File: config.mk
export PLATFORM = sky130hd
export DESIGN_NAME = dma_channel_arbitration
export DESIGN_NICKNAME = d
export VERILOG_FILES = /design/src/common/dma_arb_pkg.sv /design/src/hdl/dma_channel_arbitration.sv
export SDC_FILE = /design/constraint.sdc
export NUM_CORES = 1
export LEC_CHECK = 0
export ABC_AREA = 0
export BUFFER_PORTS_ARGS = -buffer_cell sky130_fd_sc_hd__buf_2
export CORE_ASPECT_RATIO = 1.25
export CORE_UTILIZATION = 64
export DETAILED_ROUTE_END_ITERATION = 6
export PLACE_DENSITY = 0.89
export SYNTH_ARGS = -nofsm -noshare
export SYNTH_HDL_FRONTEND = slang
export SYNTH_SLANG_ARGS = --single-unit
File: constraint.sdc
create_clock -name aclk -period 11.2 [get_ports aclk]
set_input_delay 2.8 -clock aclk [delete_from_list [all_inputs] [get_ports aclk]]
set_output_delay 2.8 -clock aclk [all_outputs]
set_load 0.05 [all_outputs]
File: src/common/dma_arb_pkg.sv
// Constants, register map and state encoding for the DMA channel arbiter
// Operation
// - Round-robin level records last granted channel
// - Static level ignores recorded last-granted value
// - Disabling round-robin keeps last-granted field
// - Enable bit: zero static, one round-robin
// - Descriptor next pointer gives next fetch address
// - All-zero next pointer terminates the transaction
// - Pending register names lowest interrupting channel
package dma_arb_pkg;
	localparam int N_CH = 16;
	localparam int CH_W = 4;
	localparam int N_LVL = 3;
	localparam int LVL_W = 2;
	localparam int AW = 12;
	// Register byte offsets
	localparam logic [AW-1:0] CTRL_OFF = 12'h000;
	localparam logic [AW-1:0] BASE_OFF = 12'h004;
	localparam logic [AW-1:0] STAT_OFF = 12'h008;
	localparam logic [AW-1:0] PEND_OFF = 12'h020;
	// Control field layout per level
	localparam int LVL_STRIDE = 8;
	localparam int RR_EN_OFS = 7;
	localparam int LAST_OFS = 0;
	localparam logic [31:0] CTRL_RESET = 32'h0000_0000;
	localparam logic [31:0] BASE_RESET = 32'h0000_0000;
	localparam logic [15:0] PEND_RESET = 16'h0000;
	localparam int PEND_ANY_BIT = 15;
	// Descriptor layout
	localparam logic [31:0] DESC_BYTES = 32'h0000_0010;
	localparam logic [31:0] NEXT_PTR_OFS = 32'h0000_000c;
	localparam logic [31:0] ALIGN_MASK = 32'h0000_000f;
	localparam logic [31:0] NULL_PTR = 32'h0000_0000;
	// Bus responses
	localparam logic [1:0] RESP_OKAY = 2'h0;
	localparam logic [1:0] RESP_SLVERR = 2'h2;
	typedef enum logic [1:0] {
		ST_ARB = 2'b00,
		ST_FETCH = 2'b01,
		ST_WAIT = 2'b10,
		ST_DONE = 2'b11
	} arb_state_e;
endpackage

File: src/hdl/dma_channel_arbitration.sv
// Channel arbiter, descriptor chain walker and register slave
`timescale 1ns/10ps
module dma_channel_arbitration (
	// Clock, reset, enable
	input wire logic aclk,
	input wire logic aresetn,
	input wire logic ce,
	// Register bus
	input wire logic [dma_arb_pkg::AW-1:0] s_axi_awaddr,
	input wire logic s_axi_awvalid,
	output logic s_axi_awready,
	input wire logic [31:0] s_axi_wdata,
	input wire logic [3:0] s_axi_wstrb,
	input wire logic s_axi_wvalid,
	output logic s_axi_wready,
	output logic [1:0] s_axi_bresp,
	output logic s_axi_bvalid,
	input wire logic s_axi_bready,
	input wire logic [dma_arb_pkg::AW-1:0] s_axi_araddr,
	input wire logic s_axi_arvalid,
	output logic s_axi_arready,
	output logic [31:0] s_axi_rdata,
	output logic [1:0] s_axi_rresp,
	output logic s_axi_rvalid,
	input wire logic s_axi_rready,
	// Channel requests and interrupts
	input wire logic [dma_arb_pkg::N_CH-1:0] ch_req,
	input wire logic [dma_arb_pkg::N_CH*dma_arb_pkg::LVL_W-1:0] ch_level,
	input wire logic [dma_arb_pkg::N_CH-1:0] ch_irq,
	// Grant
	output logic grant_valid,
	output logic [dma_arb_pkg::CH_W-1:0] grant_channel,
	output logic chain_done,
	// Descriptor memory read port
	output logic desc_rd_req,
	output logic [31:0] desc_rd_addr,
	input wire logic desc_rd_valid,
	input wire logic [31:0] desc_rd_data
);
	import dma_arb_pkg::*;

	logic [31:0] ctrl_reg;
	logic [31:0] base_reg;
	logic [15:0] pend_reg;
	arb_state_e state_reg;
	logic [31:0] cur_desc_reg;
	logic [N_LVL-1:0] rr_en;
	logic [CH_W-1:0] last_g [N_LVL];
	logic [N_CH-1:0] lvl_mask [N_LVL];
	logic [N_LVL-1:0] lvl_any;
	logic [CH_W-1:0] lvl_pick [N_LVL];
	logic [CH_W-1:0] lvl_low [N_LVL];
	logic sel_any;
	logic [LVL_W-1:0] sel_lvl;
	logic [CH_W-1:0] sel_ch;
	logic [CH_W-1:0] sel_low;
	logic wr_go;
	logic rd_go;
	logic [CH_W-1:0] irq_low;
	logic [31:0] next_ptr;

	// Search from start upward, wrapping after the top channel
	function automatic logic [CH_W-1:0] pick(input logic [N_CH-1:0] m,
			input logic [CH_W-1:0] start);
		logic [CH_W-1:0] r;
		logic found;
		logic [CH_W-1:0] idx;
		r = '0;
		found = 1'b0;
		for (int i = 0; i < N_CH; i++) begin
			idx = CH_W'(32'(start) + i);
			if (!found && m[idx]) begin
				r = idx;
				found = 1'b1;
			end
		end
		return r;
	endfunction

	// Per-level candidates
	for (genvar l = 0; l < N_LVL; l++) begin : g_lvl
		assign rr_en[l] = ctrl_reg[l*LVL_STRIDE+RR_EN_OFS];
		assign last_g[l] = ctrl_reg[l*LVL_STRIDE+LAST_OFS +: CH_W];
		for (genvar c = 0; c < N_CH; c++) begin : g_ch
			assign lvl_mask[l][c] = ch_req[c] &&
				(ch_level[c*LVL_W +: LVL_W] == LVL_W'(l));
		end
		assign lvl_any[l] = |lvl_mask[l];
		assign lvl_low[l] = pick(lvl_mask[l], '0);
		// Static ignores the recorded field
		assign lvl_pick[l] = rr_en[l] ?
			pick(lvl_mask[l], CH_W'(32'(last_g[l]) + 1)) : lvl_low[l];
	end

	// Highest requesting level wins
	always_comb begin
		sel_any = 1'b0;
		sel_lvl = '0;
		sel_ch = '0;
		sel_low = '0;
		for (int l = 0; l < N_LVL; l++) begin
			if (lvl_any[l]) begin
				sel_any = 1'b1;
				sel_lvl = LVL_W'(l);
				sel_ch = lvl_pick[l];
				sel_low = lvl_low[l];
			end
		end
	end

	assign irq_low = pick(ch_irq, '0);
	assign next_ptr = desc_rd_data & ~ALIGN_MASK;
	assign wr_go = s_axi_awvalid && s_axi_wvalid && s_axi_awready;
	assign rd_go = s_axi_arvalid && s_axi_arready;

	// Bus write channel
	always_ff @(posedge aclk) begin
		if (!aresetn) begin
			s_axi_awready <= 1'b0;
			s_axi_wready <= 1'b0;
			s_axi_bvalid <= 1'b0;
			s_axi_bresp <= RESP_OKAY;
		end else if (ce) begin
			s_axi_awready <= s_axi_awvalid && s_axi_wvalid &&
				!s_axi_awready && !s_axi_bvalid;
			s_axi_wready <= s_axi_awvalid && s_axi_wvalid &&
				!s_axi_awready && !s_axi_bvalid;
			if (wr_go) begin
				s_axi_bvalid <= 1'b1;
				s_axi_bresp <= (s_axi_awaddr == CTRL_OFF ||
					s_axi_awaddr == BASE_OFF || s_axi_awaddr == STAT_OFF ||
					s_axi_awaddr == PEND_OFF) ? RESP_OKAY : RESP_SLVERR;
			end else if (s_axi_bready) begin
				s_axi_bvalid <= 1'b0;
			end
		end
	end

	// Bus read channel
	always_ff @(posedge aclk) begin
		if (!aresetn) begin
			s_axi_arready <= 1'b0;
			s_axi_rvalid <= 1'b0;
			s_axi_rdata <= 32'h0000_0000;
			s_axi_rresp <= RESP_OKAY;
		end else if (ce) begin
			s_axi_arready <= s_axi_arvalid && !s_axi_arready &&
				!s_axi_rvalid;
			if (rd_go) begin
				s_axi_rvalid <= 1'b1;
				s_axi_rresp <= RESP_OKAY;
				case (s_axi_araddr)
					CTRL_OFF: s_axi_rdata <= ctrl_reg;
					BASE_OFF: s_axi_rdata <= base_reg;
					STAT_OFF: s_axi_rdata <= cur_desc_reg;
					PEND_OFF: s_axi_rdata <= {16'h0000, pend_reg};
					default: begin
						s_axi_rdata <= 32'h0000_0000;
						s_axi_rresp <= RESP_SLVERR;
					end
				endcase
			end else if (s_axi_rready) begin
				s_axi_rvalid <= 1'b0;
			end
		end
	end

	// Control register: software sets enables, hardware the fields
	always_ff @(posedge aclk) begin
		if (!aresetn) begin
			ctrl_reg <= CTRL_RESET;
			base_reg <= BASE_RESET;
		end else if (ce) begin
			if (wr_go && s_axi_awaddr == CTRL_OFF && s_axi_wstrb == 4'hf) begin
				for (int l = 0; l < N_LVL; l++) begin
					// Field left alone on enable change
					ctrl_reg[l*LVL_STRIDE+RR_EN_OFS] <=
						s_axi_wdata[l*LVL_STRIDE+RR_EN_OFS];
				end
			end
			if (wr_go && s_axi_awaddr == BASE_OFF && s_axi_wstrb == 4'hf) begin
				base_reg <= s_axi_wdata & ~ALIGN_MASK;
			end
			if (state_reg == ST_ARB && sel_any && rr_en[sel_lvl]) begin
				ctrl_reg[32'(sel_lvl)*LVL_STRIDE+LAST_OFS +: CH_W] <=
					sel_ch;
			end
		end
	end

	// Pending interrupt register
	always_ff @(posedge aclk) begin
		if (!aresetn) begin
			pend_reg <= PEND_RESET;
		end else if (ce) begin
			pend_reg <= PEND_RESET;
			pend_reg[PEND_ANY_BIT] <= |ch_irq;
			pend_reg[CH_W-1:0] <= irq_low;
		end
	end

	// Grant and descriptor chain walk
	always_ff @(posedge aclk) begin
		if (!aresetn) begin
			state_reg <= ST_ARB;
			grant_valid <= 1'b0;
			grant_channel <= '0;
			chain_done <= 1'b0;
			desc_rd_req <= 1'b0;
			desc_rd_addr <= 32'h0000_0000;
			cur_desc_reg <= 32'h0000_0000;
		end else if (ce) begin
			chain_done <= 1'b0;
			case (state_reg)
				ST_ARB: begin
					if (sel_any) begin
						grant_valid <= 1'b1;
						grant_channel <= sel_ch;
						cur_desc_reg <= base_reg + DESC_BYTES * 32'(sel_ch);
						state_reg <= ST_FETCH;
					end
				end
				ST_FETCH: begin
					desc_rd_req <= 1'b1;
					desc_rd_addr <= cur_desc_reg + NEXT_PTR_OFS;
					state_reg <= ST_WAIT;
				end
				ST_WAIT: begin
					if (desc_rd_valid) begin
						desc_rd_req <= 1'b0;
						if (desc_rd_data == NULL_PTR) begin
							chain_done <= 1'b1;
							grant_valid <= 1'b0;
							state_reg <= ST_DONE;
						end else begin
							cur_desc_reg <= next_ptr;
							state_reg <= ST_FETCH;
						end
					end
				end
				ST_DONE: state_reg <= ST_ARB;
				default: state_reg <= ST_ARB;
			endcase
		end
	end

	logic arb_go;
	assign arb_go = ce && state_reg == ST_ARB && sel_any;
endmodule

==> impl_metrics.yaml <==
sta:
  fin_crit_ns: 10.16
  setup_slack_ns: 1.038
  rsz0062_at_grt: "false"
  finalHoldViolCount: 0
  fin_skew_ns: 0.01392
  fmax_ghz: 0.09840
  setup-tns-final_ns: 0
  tightest_slew_ns: 1.291
  slew_violations: 0
  setup_viol: 0
  finalCritPeriodShare: 0.9074
  slew_headroom: 0.1374
  hold_ws_ns: 0.4542
clock_network:
  cts-resized-gates: 0
  clk_pin_slew_ns: 0.08
  htree_levels: 4
  cts_hold_buf: 0
  clock_sinks: 156
  clock_path_buffers: 2
  cts_tree: "done"
  clock-root-buffer: "clkbuf_16"
  cts_buffers: 17
  cts_setup_buffers: 0
  clock_latency_ns: 0.44
layout:
  nNetsFinal: 2406
  layout-drive-gt1-share: 0.2151
  diodes: 0
  area_delta_synth_final_pct: 11.31
  largest_reg_flops: 32
  regMostFlops: "s_axi_rdata"
  final_cell_count_no_fill: 2567
  top_regs: "s_axi_rdata x32, desc_rd_addr x29"
  layout_common_cells: "buf_2, nand2_1, nor2_1"
  layout_commonest_cell: "buf_2"
pwr:
  power.leakage_nw: 7.506
  power_frac_seq: 0.371
  power.density_mw_per_mm2: 83.29
  peakVddDrop_mv: 0.2459
  p_switching_mw: 0.5402
  clockPowerShare: 0.384
  share_comb_of_total_power: 0.245
  intPower_mw: 1.002
  power_mw: 1.542
  p_sw_frac: 0.3503
synth:
  avgSynthCellArea_um2: 8.071
  ys_seq_area_frac: 0.1878
  synth_top_area_frac: 0.1878
  synth_ff_type: "dfxtp_1"
  synth_seq_cells: 156
  synth_edf_count: 0
  ys_async_sr_fraction: 0
  netlist_area_mm2: 0.01663
  synth_cell_types: 110
  yosys_warnings: 0
  synth_top_area_cell: "dfxtp_1"
  synth_area_leaders: "dfxtp_1, mux2i_1, mux4_2"
  netlist_instances: 2061
critical_path:
  r2r_slack_ns: 1.04
  slowest_stage: "mux4_1"
  crit_arrival_ns: 10.44
  worstReg2RegEnd: "cur_desc_reg[28]"
  crit_fanout: 43
  timing.rr.start: "ctrl_reg[8]"
  required_ns: 11.48
  worstSetupPathType: "reg -> reg"
  crit_path_end_kind: "register"
  slowest_delay_ns: 0.78
  rr_worst_depth: 29
  cp-start-kind: "register"
route:
  drt_wl_total_um: 65800
  num_vias: 19080
  drtIter0Drc: 2726
  drcViolationCount: 13
  final_antenna_net_count: 0
  viasPerCell: 7.434
  firstDrtPassIters: 7
  detail_route.wl_per_cell_um: 25.63
global_routing:
  use_met3: 0.1320
  grtUsageTotal: 0.4819
  grt_pass1_vias: 18150
  grt_pass1_wl_um: 101100
  grt_max_degree: 105
  grt_use_met2: 0.7718
  antenna_found_initial: 2
  met1_usage: 0.5590
  grt.overflow.total: 0
  grt.busiest_layer: "met2"
floorplanning:
  dieHeight_um: 182.2
  num_rows: 65
  start_util: 0.6555
  dieArea_mm2: 0.02664
  core-area_mm2: 0.02537
  pin_count: 245
  die_w_um: 146.2
outcome:
  violations: "DRC"
  outcome: "complete, but fails checks"
hold_path:
  worstHoldStart: "desc_rd_addr[20]"
  min_to: "desc_rd_addr[20]"
  hold_path.class: "reg -> reg"
  hold_depth: 2
place:
  numPortBuffers: 236
  pre_cts_slack_ns: 1.866
  dp_cells: 2535
  dp_hpwl_um: 47120
  place.gp.congestion: 1.064
run:
  max_cap_violations: 0
==> Yosys cell counts (28+ instances only) <==
cell and number:
clkbuf_1 78, nand3b_1 35, nand3_1 54, a21oi_1 141
mux2i_1 156, nor4_1 28, xnor2_1 30, dfxtp_1 156
nand2_1 226, o21ai_0 105, nor3_1 69, inv_1 32
nor2_1 195, mux4_2 64, a22oi_1 29, o211ai_1 34
mux2_2 52
==> metal layers <==
layer  share of wire  routed length [um]
met1            0.34               22580
met2            0.45               29580
met3            0.13                8444
met4           0.079                5199
met5               0                   0
==> power groups by stage <==
stage | clock network, mW | logic (mW) | registers [mW]
after floorplan | 0 | 0.219 | 0.598
after global placement | 0 | 0.351 | 0.584
after detailed placement | 0 | 0.356 | 0.584
after CTS | 0.589 | 0.360 | 0.572
after global routing | 0.612 | 0.396 | 0.573
final | 0.592 | 0.377 | 0.573
==> worst max-delay path by stage <==
stage,endpoint,startpoint
after global routing,cur_desc_reg[24],ctrl_reg[8]
after global placement,cur_desc_reg[31],ch_level[21]
after detailed placement,cur_desc_reg[24],ctrl_reg[8]
after CTS,cur_desc_reg[28],ctrl_reg[8]
after floorplan,cur_desc_reg[24],ch_level[25]
final,cur_desc_reg[28],ctrl_reg[8]
==> through the flow <==
stage	utilization	area, um^2
2_1_floorplan	-	16640
3_5_place_dp	0.7057	17910
6_report	0.7297	18520
5_1_grt	0.7297	18520
4_1_cts	0.7297	18520
3_3_place_gp	0.7057	17910
==> logic make-up after synthesis <==
group,Yosys count,synth area share
and+or+nand+nor,836,0.2667
AOI/OAI and AO/OA,543,0.2193
muxes,276,0.2206
buffers and inverters,161,0.04092
DFF,156,0.1878
xor gates and xnor gates,64,0.04634
adders and majority gates,24,0.01820
other,1,0.0002254
==> worst max-delay path: cells and delay by family, from the launching register on <==
| family | cells | cell delay [ns] |
|---|---|---|
| adders and majority gates | 4 | 1.51 |
| AOI/OAI and AO/OA | 5 | 1.13 |
| muxes | 1 | 0.78 |
| buffers and inverters | 5 | 1.97 |
| DFF | 1 | 0.31 |
| xor gates and xnor gates | 2 | 0.73 |
| and+or+nand+nor | 12 | 3.50 |
==> area by class of cell <==
class | count | area (um^2)
Clock buffer | 18 | 439.2
Clock inverter | 14 | 170.2
Fill cell | 1935 | 6859
Inverter | 37 | 143.9
Multi-Input combinational cell | 1747 | 12860
Sequential cell | 156 | 3123
Tap cell | 335 | 419.2
Timing Repair Buffer | 260 | 1361
Note: power is estimated with default switching activity, not from simulation.
